`src/rtl/scp_pkg.sv`:
```
// Overview of operation
// - Rising load strobe copies the whole staging buffer into active registers.
// - Hardware reset high returns registers and state to defaults, except the serial shift and instruction registers.
// - Abort input resets only the serial controller, asynchronously, active high.
// - Abort stops any transfer at once; host restarts after abort low.
// - Three-wire mode drives read data on the serial output pin.
// - Two-wire mode makes the data pin bidirectional; three-wire input only.
// - Select low addresses device; serial activity ignored while deselected.
// - Profile inputs sampled on sync clock, choosing one of four profiles.
// - Any profile change raises an internal load, like the strobe.
// - Keying direction sampled on sync clock; host holds it low unused.
// - Device drives its sync clock on an output pin.
// - Oscillator pin high enables oscillator; low bypasses it.
// - External power-down pin controls the power-down state.
package scp_pkg;
  // ==========================================================
  // Serial frame layout
  localparam int SCP_INSTR_W = 8;
  localparam int SCP_READ_BIT = 7;
  localparam int SCP_WORD_W = 32;
  localparam int SCP_NREG = 4;
  localparam int SCP_CNT_W = 6;
  // ==========================================================
  // Reset values and timing counts
  localparam logic [31:0] SCP_CTRL_RST = 32'h0000_0000;
  localparam int SCP_SYNC_DIV = 4;
  localparam int SCP_HW_RST_MIN_CYC = 5;
  // ==========================================================
  // Serial controller states
  typedef enum logic [1:0] {
    SCP_SP_INSTR,
    SCP_SP_DATA,
    SCP_SP_DONE
  } scp_sp_state_t;
endpackage

```
`src/rtl/scp_control_pins.sv`:
```
`timescale 1ns/1ns
`default_nettype none
module scp_control_pins
  import scp_pkg::*;
#(
  parameter int NREG = SCP_NREG,
  parameter int SYNC_DIV = SCP_SYNC_DIV
) (
  input wire logic i_core_clk, // 100 MHz core clock
  input wire logic i_rstn, // Async reset, active low
  input wire logic i_hw_reset, // Hardware reset pin, high
  input wire logic i_load_strobe, // Update strobe pin
  input wire logic i_serial_port_abort, // Serial abort, high
  input wire logic i_cs_n, // Chip select, low
  input wire logic i_sclk, // Host serial clock
  input wire logic i_sdio_in, // Data pin level
  output logic o_sdio_out, // Data pin drive value
  output logic o_sdio_oe, // Data pin drive enable
  output logic o_serial_out_pin, // Read data, 3-wire
  input wire logic i_three_wire, // 1: 3-wire, 0: 2-wire
  input wire logic [1:0] i_profile_select, // Profile pins
  input wire logic i_keying_direction, // Keying ramp direction
  input wire logic i_sync_in, // Sync from another device
  output logic o_sync_clk, // Sync clock out
  input wire logic i_osc_enable_pin, // Oscillator mode pin
  input wire logic i_ext_powerdown_pin, // Power-down pin
  output logic o_osc_enable, // Oscillator enabled
  output logic o_powerdown, // Power-down request
  output logic [1:0] o_profile, // Sampled profile
  output logic o_keying_dir, // Sampled keying direction
  output logic o_load_pulse, // Buffer transfer event
  output logic [NREG-1:0][SCP_WORD_W-1:0] o_active // Active words
);
  localparam int AW = (NREG > 1) ? $clog2(NREG) : 1;
  localparam int NS = 9;
  localparam int HALF = SYNC_DIV / 2;

  // ==========================================================
  // Pin synchronisers
  // Two flops on each of the nine pins below; stage two feeds a third for edges
  logic [NS-1:0] pin_in;
  logic [NS-1:0] s1_reg;
  logic [NS-1:0] s2_reg;
  logic [NS-1:0] s3_reg;
  assign pin_in = {i_hw_reset, i_load_strobe, i_cs_n, i_sclk,
                   i_sdio_in, i_sync_in, i_osc_enable_pin,
                   i_ext_powerdown_pin, i_keying_direction};
  always_ff @(posedge i_core_clk or negedge i_rstn) begin
    if (!i_rstn) begin
      s1_reg <= '0;
      s2_reg <= '0;
      s3_reg <= '0;
    end else begin
      s1_reg <= pin_in;
      s2_reg <= s1_reg;
      s3_reg <= s2_reg;
    end
  end
  logic hw_rst;
  logic upd_rise;
  logic cs_n_s;
  logic sclk_rise;
  logic sdi_s;
  logic sync_in_rise;
  logic key_s;
  assign hw_rst = s2_reg[8];
  assign upd_rise = s2_reg[7] & ~s3_reg[7];
  assign cs_n_s = s2_reg[6];
  assign sclk_rise = s2_reg[5] & ~s3_reg[5];
  assign sdi_s = s2_reg[4];
  assign sync_in_rise = s2_reg[3] & ~s3_reg[3];
  assign key_s = s2_reg[0];

  // Profile pins, synchronised separately as a bus
  logic [1:0] ps1_reg;
  logic [1:0] ps2_reg;
  always_ff @(posedge i_core_clk or negedge i_rstn) begin
    if (!i_rstn) begin
      ps1_reg <= '0;
      ps2_reg <= '0;
    end else begin
      ps1_reg <= i_profile_select;
      ps2_reg <= ps1_reg;
    end
  end

  // Static mode pins pass straight through their synchronisers
  assign o_osc_enable = s2_reg[2];
  assign o_powerdown = s2_reg[1];

  // ==========================================================
  // Sync clock generator
  // Sync input edge restarts the divider to align devices
  logic [7:0] div_reg;
  logic sync_clk_reg;
  logic sync_evt;
  // Gated by restarts: a sample must never meet a divider being cleared
  assign sync_evt = ~hw_rst & ~sync_in_rise & (div_reg == 8'(HALF - 1)) & ~sync_clk_reg;
  always_ff @(posedge i_core_clk or negedge i_rstn) begin
    if (!i_rstn) begin
      div_reg <= '0;
      sync_clk_reg <= 1'b0;
    end else if (hw_rst || sync_in_rise) begin
      div_reg <= '0;
      sync_clk_reg <= 1'b0;
    end else if (div_reg == 8'(HALF - 1)) begin
      div_reg <= '0;
      sync_clk_reg <= ~sync_clk_reg;
    end else begin
      div_reg <= div_reg + 8'h01;
    end
  end
  assign o_sync_clk = sync_clk_reg;

  // ==========================================================
  // Profile and keying sampling on sync clock rise
  logic [1:0] prof_reg;
  logic key_reg;
  logic prof_chg;
  assign prof_chg = sync_evt & (ps2_reg != prof_reg);
  always_ff @(posedge i_core_clk or negedge i_rstn) begin
    if (!i_rstn) begin
      prof_reg <= '0;
      key_reg <= 1'b0;
    end else if (hw_rst) begin
      prof_reg <= '0;
      key_reg <= 1'b0;
    end else if (sync_evt) begin
      prof_reg <= ps2_reg;
      key_reg <= key_s;
    end
  end
  assign o_profile = prof_reg;
  assign o_keying_dir = key_reg;

  // ==========================================================
  // Serial port controller
  // Abort resets this part alone, with no clock needed
  logic sp_rstn;
  assign sp_rstn = i_rstn & ~i_serial_port_abort;
  scp_sp_state_t sp_state;
  logic [SCP_CNT_W-1:0] bit_cnt;
  logic [SCP_INSTR_W-1:0] instr_reg;
  logic [SCP_WORD_W-1:0] wr_sh_reg;
  logic [SCP_WORD_W-1:0] rd_sh_reg;
  logic wr_done;
  logic [AW-1:0] wr_addr;
  logic wr_ok;
  logic [SCP_INSTR_W-1:0] instr_next;
  logic [NREG-1:0][SCP_WORD_W-1:0] active_reg;
  assign instr_next = {instr_reg[SCP_INSTR_W-2:0], sdi_s};
  assign wr_addr = AW'(instr_reg);
  // Full address compared, so high addresses never alias writes onto low words
  assign wr_ok = (32'(instr_reg[SCP_READ_BIT-1:0]) < NREG);

  // Frame sequencing; deselect parks the controller
  always_ff @(posedge i_core_clk or negedge sp_rstn) begin
    if (!sp_rstn) begin
      sp_state <= SCP_SP_INSTR;
      bit_cnt <= '0;
      instr_reg <= '0;
      wr_sh_reg <= '0;
      rd_sh_reg <= '0;
      wr_done <= 1'b0;
    end else if (hw_rst || cs_n_s) begin
      sp_state <= SCP_SP_INSTR;
      bit_cnt <= '0;
      wr_done <= 1'b0;
    end else begin
      wr_done <= 1'b0;
      if (sclk_rise) begin
        unique case (sp_state)
          SCP_SP_INSTR: begin
            instr_reg <= instr_next;
            if (bit_cnt == SCP_CNT_W'(SCP_INSTR_W - 1)) begin
              bit_cnt <= '0;
              sp_state <= SCP_SP_DATA;
              rd_sh_reg <= active_reg[AW'(instr_next)];
            end else begin
              bit_cnt <= bit_cnt + SCP_CNT_W'(1);
            end
          end
          SCP_SP_DATA: begin
            wr_sh_reg <= {wr_sh_reg[SCP_WORD_W-2:0], sdi_s};
            rd_sh_reg <= {rd_sh_reg[SCP_WORD_W-2:0], 1'b0};
            if (bit_cnt == SCP_CNT_W'(SCP_WORD_W - 1)) begin
              sp_state <= SCP_SP_DONE;
              wr_done <= ~instr_reg[SCP_READ_BIT];
            end else begin
              bit_cnt <= bit_cnt + SCP_CNT_W'(1);
            end
          end
          SCP_SP_DONE: begin
            bit_cnt <= '0;
          end
        endcase
      end
    end
  end

  // Read data drive; pin choice follows the port mode
  logic rd_active;
  assign rd_active = (sp_state == SCP_SP_DATA) & instr_reg[SCP_READ_BIT] & ~cs_n_s;
  assign o_serial_out_pin = i_three_wire & rd_active & rd_sh_reg[SCP_WORD_W-1];
  assign o_sdio_oe = ~i_three_wire & rd_active;
  assign o_sdio_out = o_sdio_oe & rd_sh_reg[SCP_WORD_W-1];

  // ==========================================================
  // Staging buffer and active registers
  // Writes land in staging only; the load moves all words
  logic [NREG-1:0][SCP_WORD_W-1:0] stage_reg;
  logic load_pulse;
  assign load_pulse = ~hw_rst & (upd_rise | prof_chg);
  assign o_load_pulse = load_pulse;
  assign o_active = active_reg;

  always_ff @(posedge i_core_clk or negedge i_rstn) begin
    if (!i_rstn) begin
      stage_reg <= {NREG{SCP_CTRL_RST}};
    end else if (hw_rst) begin
      stage_reg <= {NREG{SCP_CTRL_RST}};
    end else if (wr_done && wr_ok) begin
      stage_reg[wr_addr] <= wr_sh_reg;
    end
  end

  always_ff @(posedge i_core_clk or negedge i_rstn) begin
    if (!i_rstn) begin
      active_reg <= {NREG{SCP_CTRL_RST}};
    end else if (hw_rst) begin
      active_reg <= {NREG{SCP_CTRL_RST}};
    end else if (load_pulse) begin
      active_reg <= stage_reg;
    end
  end

  // ==========================================================
  // Checks
  property p_load_copy;
    @(posedge i_core_clk) disable iff (!i_rstn)
    load_pulse |=> (active_reg == $past(stage_reg));
  endproperty
  a_load_copy: assert property (p_load_copy) else $error("load did not copy staging");

  property p_hw_reset;
    @(posedge i_core_clk) disable iff (!i_rstn)
    hw_rst |=> (active_reg == {NREG{SCP_CTRL_RST}}) && (sp_state == SCP_SP_INSTR)
      && (prof_reg == 2'h0);
  endproperty
  a_hw_reset: assert property (p_hw_reset) else $error("hardware reset left state");

  property p_abort_idle;
    @(posedge i_core_clk) disable iff (!i_rstn)
    i_serial_port_abort |-> (sp_state == SCP_SP_INSTR) && (bit_cnt == '0) && !wr_done;
  endproperty
  a_abort_idle: assert property (p_abort_idle) else $error("abort did not stop port");

  property p_sdo_mode;
    @(posedge i_core_clk) disable iff (!i_rstn)
    !i_three_wire |-> !o_serial_out_pin;
  endproperty
  a_sdo_mode: assert property (p_sdo_mode) else $error("serial out driven in 2-wire");

  property p_sdio_dir;
    @(posedge i_core_clk) disable iff (!i_rstn)
    (i_three_wire || !rd_active) |-> !o_sdio_oe;
  endproperty
  a_sdio_dir: assert property (p_sdio_dir) else $error("data pin driven wrongly");

  property p_deselect;
    @(posedge i_core_clk) disable iff (!i_rstn || i_serial_port_abort)
    cs_n_s |=> (sp_state == SCP_SP_INSTR) && (bit_cnt == '0) && !wr_done;
  endproperty
  a_deselect: assert property (p_deselect) else $error("port active while deselected");

  property p_prof_load;
    @(posedge i_core_clk) disable iff (!i_rstn)
    (!$past(hw_rst) && $changed(prof_reg)) |-> (active_reg == $past(stage_reg));
  endproperty
  a_prof_load: assert property (p_prof_load) else $error("profile change without load");

  property p_active_hold;
    @(posedge i_core_clk) disable iff (!i_rstn)
    (!load_pulse && !hw_rst) |=> $stable(active_reg);
  endproperty
  a_active_hold: assert property (p_active_hold) else $error("active changed without load");

  property p_key_sample;
    @(posedge i_core_clk) disable iff (!i_rstn)
    (!sync_evt && !hw_rst) |=> $stable(key_reg) && $stable(prof_reg);
  endproperty
  a_key_sample: assert property (p_key_sample) else $error("sample off sync edge");

  property p_sync_toggle;
    @(posedge i_core_clk) disable iff (!i_rstn)
    sync_evt |=> $rose(sync_clk_reg);
  endproperty
  a_sync_toggle: assert property (p_sync_toggle) else $error("sync clock missed edge");

  // Main scenarios
  c_write: cover property (@(posedge i_core_clk) disable iff (!i_rstn) wr_done);
  c_read: cover property (@(posedge i_core_clk) disable iff (!i_rstn) rd_active ##1 !rd_active);
  c_prof: cover property (@(posedge i_core_clk) disable iff (!i_rstn) prof_chg);
  c_abort: cover property (@(posedge i_core_clk)
    (sp_state == SCP_SP_DATA) ##1 i_serial_port_abort);
endmodule
`default_nettype wire

```
`config.mk`:
```
export PLATFORM = sky130hd
export DESIGN_NAME = scp_control_pins
export DESIGN_NICKNAME = d
export VERILOG_FILES = /design/src/rtl/scp_pkg.sv /design/src/rtl/scp_control_pins.sv
export SDC_FILE = /design/constraint.sdc
export NUM_CORES = 1
export LEC_CHECK = 0
export BUFFER_PORTS_ARGS = -buffer_cell sky130_fd_sc_hd__buf_2
export CAP_MARGIN = 20
export CORE_MARGIN = 10
export CORE_UTILIZATION = 61
export CTS_CLUSTER_DIAMETER = 50
export DETAILED_ROUTE_END_ITERATION = 6
export GPL_TIMING_DRIVEN = 0
export PLACE_DENSITY = 0.87
export RECOVER_POWER = 50
export SYNTH_ARGS = -nofsm -noshare
export SYNTH_HDL_FRONTEND = slang
export SYNTH_SLANG_ARGS = --single-unit
```
`constraint.sdc`:
```
create_clock -name i_core_clk -period 7.55 [get_ports i_core_clk]
set_clock_uncertainty 0.15 [all_clocks]
set_input_delay 1.51 -clock i_core_clk [delete_from_list [all_inputs] [get_ports i_core_clk]]
set_output_delay 1.51 -clock i_core_clk [all_outputs]
set_load 0.01 [all_outputs]
```
==> results.md, run 1 <==
* WP data arrival at 6290 ps
* Worst-Margin Slew at between 4000 and 5000 ps
* Failing checks: capacitance limit, slew limit
* Mux cell area share after synthesis at approximately 17%
* Max_slew headroom at -193.8%
* Hold_buf cts at 0
* Post-layout min period at roughly 5700 ps
* Final Hold Fails at 0
* Slew Limit Fails at 75
* Vias in the first global route at around 17k
* Crit-path cells: clkbuf_1 -> buf_16 -> nor2b_4 -> buf_12 -> buf_12
* Placement row count at between 60 and 70
* Period utilization at about 76%
* Worst-Skew Late Latency at ~560 ps
* Synth warn at 0
* DP Area at slightly above 20000 um2
* Routed WL at around 63000 um
* Post-Synth XOR/XNOR Area at less than 1%
* Filler cells at approximately 2.1k
* Critical Path RT at 8140 ps
* Worst setup path class: primary input to asynchronous set/reset pin
* HPWL Detailed at around 44000 um
* NumNets Final at 2034
* Leakage power figure at around 0.0097 uW
* Via count at between 15k and 20k
* Post-DR wirelength/cell at roughly 26 um
* Fin worst setup slack at roughly 1800 ps
* Syn_area_per_cell at 10.46 um2
* Pwr/cell area at between 200 and 250 nW/um2
* Critical path buffer and inverter count at 4
* Cell taking the most area after synthesis: dfrtp_1
* Routed Antenna Nets at 0
* Top cell type's share of synthesized area at between 40% and 50%
* Post-CTS Setup Inserts at 0
* Top post-synthesis cells by area: dfrtp_1 (49%), mux2i_1 (7.4%), mux2_2 (5.8%), nand2_1 (4.9%), and3_1 (4.4%)
* CTS H-tree lvls at 2
* Most common cell on crit path: buf_12
* Worst Path Max Fanout at between 90 and 100
* Slowest Stage Delay on Critical Path at between 3000 and 4000 ps
* Initial antenna violation count at 2
* IO Port Bufs at ~150
* Syn Nets at 1832
* CTS Root Buffer Type: clkbuf_16
* Core footprint at between 30000 and 40000 um2
* Post-CTS Resized at 0
* Clock buffer depth at 3
* Crit-path leading delay family: buffers and inverters
* Setup TNS at 0 ps
* Setup crit start kind: primary input
* Design area at between 20000 and 25000 um2
* Synth Register Bits at approximately 370
* Main combinational cell family by area after synthesis: simple AND/OR/NAND/NOR gates
* Synth cell types at between 40 and 50
* Adder-cell share of the synthesized area at less than 1%
* Area growth syn-to-layout at 14.24%
* Synth Area in Compound Gates at a little under an eighth
* Setup violation total in the final timing report at 0
* Syn Std Cell Area at around 19000 um2
* Unrepaired setup endpoints after global routing: no
* Top FF cell, synth: dfrtp_1
* Slowest-stage cell, CP: clkbuf_1
* Hold/Removal Path Class: flop to flop
* Count of clock tree sinks at between 300 and 400
* Peak Freq at 175.4 MHz
* Post-synth EDFFs at 0
* Die X at 196.3 um
* CP startpoint: i_rstn
* Grt total ovfl at 0
* DRC viols at 0
* Gr usage total at 31.96%
* Synth Instances at ~1.8k
* Clock slew at reported path FFs at 50 ps
* Pin count of the biggest net entering global routing at around 120
* First-pass GRT wire length at about 97000 um
* Total power at about 4500 uW
* Status: finished with violations
* Worst vdd ir at ~0.19 mV
* Num CTS Buffers at 42
* Maxcap violations at 1
* Register area share after synthesis at approximately 49%
* Layout cell share with drive strength beyond 1 at roughly 15%
* Worst r2r src: s2_reg[8]$_DFF_PN0_
* Vias per cell at slightly below 7
* Post-synthesis async set-or-reset flop share at 100.0%
* Die area at 38530 um2
* Simple-Gate Fraction of Synth Area at 17.17%
* CTS tree: done
* Crit end category: asynchronous set/reset pin
* Initial core utilization at 61.82%
* Die H at 196.3 um
* Hold_sp: s1_reg[2]$_DFF_PN0_
* Pre-CTS WS at approximately 2800 ps
* Io pins at 153
* Placer Congestion at 0.9792
* DR pass1 iterations at 7
* Number of DRC markers in iteration 0 at roughly 2.4k
==> placed cells by master (no fill, tap or decap), types with 3 or more instances in the layout <==
cell type	Yosys	routed
a32oi_1	24	24
bufinv_16	0	3
inv_1	13	13
buf_2	20	79
buf_4	3	4
a21oi_1	158	158
nand2_1	246	246
xor2_1	5	5
ha_1	5	5
xnor2_1	3	3
clkbuf_8	0	13
nand3b_1	3	3
nor2b_1	9	8
buf_1	7	7
nor2_1	14	14
or3_1	3	3
clkbuf_16	0	42
mux4_2	32	32
nand3_1	34	34
o211ai_1	106	106
o22ai_1	35	35
mux2_2	97	97
nand2b_1	131	131
buf_6	10	10
clkbuf_1	128	231
or2_2	4	4
o32ai_1	6	6
nand4_1	26	26
mux2i_1	140	140
o21ai_0	15	15
dfrtp_1	374	374
nor3_1	4	4
and3_1	133	133
==> path summary, 6_finish.rpt <==
| kind | to | slack, ps | depth (start not counted) |
|---|---|---|---|
| min in group asynchronous | rd_sh_reg[18]$_DFFE_PN0P_ | 980 | 2 |
| worst min-delay path | s2_reg[2]$_DFF_PN0_ | 200 | 0 |
| worst max-delay path | wr_sh_reg[9]$_DFFE_PN0P_ | 1850 | 5 |
| max in group i_core_clk | o_load_pulse | 2110 | 7 |
| worst min register to register | s2_reg[2]$_DFF_PN0_ | 200 | 0 |
| worst max register to register | rd_sh_reg[14]$_DFFE_PN0P_ | 3840 | 7 |
==> synth_stat cells (4+ instances only) <==
cell type  number
or2_2           4
inv_1          13
nand2_1       246
mux4_2         32
buf_6          10
mux2i_1       140
buf_1           7
dfrtp_1       374
nor2b_1         9
o21ai_0        15
a21oi_1       158
a32oi_1        24
nor3_1          4
nor2_1         14
nand4_1        26
clkbuf_1      128
nand3_1        34
xor2_1          5
o32ai_1         6
ha_1            5
o211ai_1      106
mux2_2         97
and3_1        133
o22ai_1        35
nand2b_1      131
buf_2          20
==> where the power goes <==
group / internal (uW) / switching [uW]
registers: 2020 / 18.7
logic: 93.4 / 282
clock network: 1270 / 861
total: 3380 / 1160
==> kinds of logic (layout without fill, tap and decap cells) <==
logic type                 after synthesis  in the layout
adders and majority gates                5              5
AOI/OAI and AO/OA                      351            351
and+or+nand+nor                        624            624
xor gates and xnor gates                 8              8
other                                    0              2
muxes                                  269            269
buffers and inverters                  181            414
DFF                                    374            374
==> final cells by class <==
type	count	area, um2	area share, %
multi-input cells	1257	8813	40.69
clock buffers	64	1264	5.834
repair buffers	158	750.7	3.466
flip-flops and latches	374	9359	43.21
plain buffers	168	742.0	3.426
clock inverters	11	181.4	0.8376
well taps	396	495.5	2.288
inverters	13	48.80	0.2253
diodes	2	5.005	0.02311
==> layer usage <==
metal	up-vias	GRT usage (%)	routed length (um)
met4	4	16.49	3595
met1	8116	39.87	21690
li1	6939	-	-
met2	1275	49.54	28760
met5	-	0	32
met3	310	9.616	8723
==> metrics by stage <==
stage,hold slack [ps],instances,utilization [%]
final,195.4,2443,70.62
after detailed placement,185.6,2364,66.28
after global routing,202.3,2441,70.61
after CTS,198.2,2439,70.99
after floorplan,181.2,1812,-
after global placement,181.2,2360,65.91
Note: power is estimated with default switching activity, not from simulation.
==> run 2: changes to the inputs <==
--- a/config.mk
+++ b/config.mk
@@ -5,14 +5,15 @@
 export SDC_FILE = /design/constraint.sdc
 export NUM_CORES = 1
 export LEC_CHECK = 0
+export ABC_AREA = 1
 export BUFFER_PORTS_ARGS = -buffer_cell sky130_fd_sc_hd__buf_2
 export CAP_MARGIN = 20
 export CORE_MARGIN = 10
-export CORE_UTILIZATION = 61
+export CORE_UTILIZATION = 54
 export CTS_CLUSTER_DIAMETER = 50
 export DETAILED_ROUTE_END_ITERATION = 6
 export GPL_TIMING_DRIVEN = 0
-export PLACE_DENSITY = 0.87
+export PLACE_DENSITY = 0.82
 export RECOVER_POWER = 50
 export SYNTH_ARGS = -nofsm -noshare
 export SYNTH_HDL_FRONTEND = slang
==> constraint.sdc (replaced) <==
create_clock -name i_core_clk -period 4.91 [get_ports i_core_clk]
set_clock_uncertainty 0.15 [all_clocks]
set_input_delay 0.982 -clock i_core_clk [delete_from_list [all_inputs] [get_ports i_core_clk]]
set_output_delay 0.982 -clock i_core_clk [all_outputs]
set_load 0.01 [all_outputs]
==> results.md, run 2 <==
* Status: finished with violations
* Failing checks: capacitance limit, slew limit
* Final Hold Fails at 0 (unchanged)
* DP Area at 17950 um2 (-12%)
* Synth Instances at 1987 (+9.7%)
* Worst vdd ir at 0.2945 mV (+54%)
* Top post-synthesis cells by area: dfrtp_1 (56%), nand2_1 (14%), nand3_1 (7.8%), nand4_1 (4.9%), nor2_1 (4.4%)
* Design area at 19340 um2 (-11%)
* Fin util at 63.54% (-7.1 points)
* Initial core utilization at 54.48% (-7.3 points)
* DRC viols at 0 (unchanged)
* Syn Std Cell Area at 16580 um2 (-13%)
* Post-CTS Resized at 0 (unchanged)
* Slew Limit Fails at 86 (+15%)
* Final Instance Count excl. Fillers at 2616 (+7.1%)
* Cell taking the most area after synthesis: dfrtp_1
* Commonest cells in the netlist: nand2_1 (621), dfrtp_1 (374), nand3_1 (260)
* Synth Register Bits at 374 (unchanged)
* Most numerous cell in the Yosys netlist: nand2_1
* Critical Path RT at 3780 ps (-4360 ps)
* Commonest non-fill, non-tap cell in the layout: nand2_1
* Number of DRC markers in iteration 0 at 1891 (-21%)
* Hold_sp: s1_reg[1]$_DFF_PN0_
* Routed Antenna Nets at 0 (unchanged)
* Worst r2r src: s2_reg[8]$_DFF_PN0_
* Initial antenna violation count at 1 (-1)
* Placed cells at 2539 (+7.4%)
* Area growth syn-to-layout at 16.63%
* HPWL Detailed at 39920 um (-10%)
* Clock buffer depth at 3 (unchanged)
* Post-CTS Setup Inserts at 0 (unchanged)
* Peak Freq at roughly 260 MHz
* Placer Congestion at 1.003 (+2.4%)
* Synth warn at 0 (unchanged)
* Filler cells at 2529 (+18%)
* Post-DR wirelength/cell at 20.85 um (-19%)
* Worst setup path class: flop to output port
* Die area at 38110 um2 (-1.1%)
* Register area share after synthesis at 56.45% (+7.1 points)
* Setup violation total in the final timing report at 0 (unchanged)
* Post-layout min period at approximately 3800 ps
* Count of clock tree sinks at 374 (unchanged)
* Pwr/cell area at 377.2 nW/um2 (+80%)
* WP data arrival at 2690 ps (-3600 ps)
* Top cell type's share of synthesized area at 56.45% (+7.1 points)
* DR pass1 iterations at 6 (-1)
* Clock slew at reported path FFs at 60 ps (about the same)
* First-pass GRT wire length at 84970 um (-12%)
* Ant. Diodes at 0 (-2)
* Period utilization at 77.87%
* Storage cell area at 9359 um2 (unchanged)
* Area of the multi-input gates at 6196 um2 (-30%)
* Syn_area_per_cell at 8.343 um2 (-20%)
* Vias per cell at 5.939 (-13%)
* Setup crit start kind: flop
* Layout cell share with drive strength beyond 1 at 13.60% (-1.2 points)
* Io pins at 153 (unchanged)
* IO Port Bufs at 152 (unchanged)
* Unrepaired setup endpoints after global routing: no
* Post-synth EDFFs at 0 (unchanged)
* CTS H-tree lvls at 2 (unchanged)
* Grt total ovfl at 0 (unchanged)
* Pin count of the biggest net entering global routing at 116 (-5.7%)
* Hold_buf cts at 0 (unchanged)
* CTS Root Buffer Type: clkbuf_16
* Die X at 195.2 um (-0.55%)
* Leakage power figure at 0.01052 uW (+8.8%)
* Top FF cell, synth: dfrtp_1
* Worst-Skew Late Latency at 540 ps (-20 ps)
* Worst-Margin Slew at 2266 ps (-2141 ps)
* Via count at 15.54k (-6.7%)
* Post-synthesis async set-or-reset flop share at 100.0% (unchanged)
* Syn Nets at 2007 (+9.6%)
* Max_slew headroom at -51.09% (+140 points)
* Core footprint at 30430 um2 (-0.78%)
* Pre-CTS WS at 1884 ps (-957.4 ps)
* Routed WL at 54540 um (-13%)
* NumNets Final at 2207 (+8.5%)
* CTS tree: done
* Gr usage total at 27.88% (-4.1 points)
* CP startpoint: s2_reg[8]$_DFF_PN0_
* Die H at 195.2 um (-0.55%)
* Placement row count at 64 (unchanged)
* Setup TNS at 0 ps (unchanged)
* Synth cell types at 30 (-38%)
* Hold/Removal Path Class: flop to flop
* Most frequent cells in the layout: nand2_1 (623), dfrtp_1 (374), nand3_1 (261)
* Crit end category: output port
* Fin worst setup slack at 1086 ps (-761.2 ps)
* Vias in the first global route at 15.03k (-9.3%)
* Maxcap violations at 1 (unchanged)
* Worst Path Max Fanout at 10 (-90%)
* Num CTS Buffers at 42 (unchanged)
[run 2: worst max-delay path, cell delays in order (launching register included)]
cell and delay, ps:
dfrtp_1 330, buf_6 180, clkinvlp_2 440, nand2_4 290, nor2_4 60, nand3_2 130
clkbuf_1 400, a21oi_1 140, buf_2 170
[run 2: report_power, final]
part	leakage, uW	total [uW]	switching, uW	internal (uW)
Sequential	0.00514	3240	59.4	3180
Clock	0.000725	3300	1290	2010
Combinational	0.00466	756	564	192
Total	0.0105	7290	1910	5380
[run 2: kinds of logic (layout without fill, tap and decap cells)]
group,Yosys count,after routing,share of synthesized area (%)
AO/OA/AOI/OAI,137,137,4.340
XOR/XNOR,1,1,0.05284
adder cells (fa/ha/maj),5,5,0.3774
buffers and inverters,226,459,5.924
flip-flops,374,374,56.45
AND/OR/NAND/NOR,1244,1244,32.85
[run 2: metrics by stage]
step	total power, uW	hold WS, ps
after detailed placement	4034	184.7
final	7293	190.8
after global placement	4003	181.7
after CTS	7286	193.8
after floorplan	3735	181.2
after global routing	7486	198.9
[run 2: layout make-up]
type | instances | share of cell area (%)
Sequential cell | 374 | 48.40
Multi-Input combinational cell | 1387 | 32.04
Clock buffer | 64 | 6.814
Timing Repair Buffer | 156 | 4.426
Buffer | 147 | 3.404
Tap cell | 396 | 2.562
Inverter | 79 | 1.540
Clock inverter | 13 | 0.8089
[run 2: metal layers]
layer | global-route usage, % | vias up | wire [um]
li1 | - | 6931 | -
met1 | 35.46 | 7349 | 20710
met2 | 43.52 | 1009 | 24740
met3 | 7.674 | 243 | 6176
met4 | 12.56 | 4 | 2825
met5 | 1.583 | - | 88
[run 2: worst paths after layout]
path | to | slack [ps] | cells after the start
worst max-delay path | o_load_pulse | 1090 | 8
worst min-delay path | s2_reg[1]$_DFF_PN0_ | 190 | 0
worst max register to register | wr_sh_reg[10]$_DFFE_PN0P_ | 2060 | 9
worst min register to register | s2_reg[1]$_DFF_PN0_ | 190 | 0
max in group asynchronous | wr_sh_reg[8]$_DFFE_PN0P_ | 1440 | 5
min in group asynchronous | instr_reg[1]$_DFFE_PN0P_ | 430 | 2
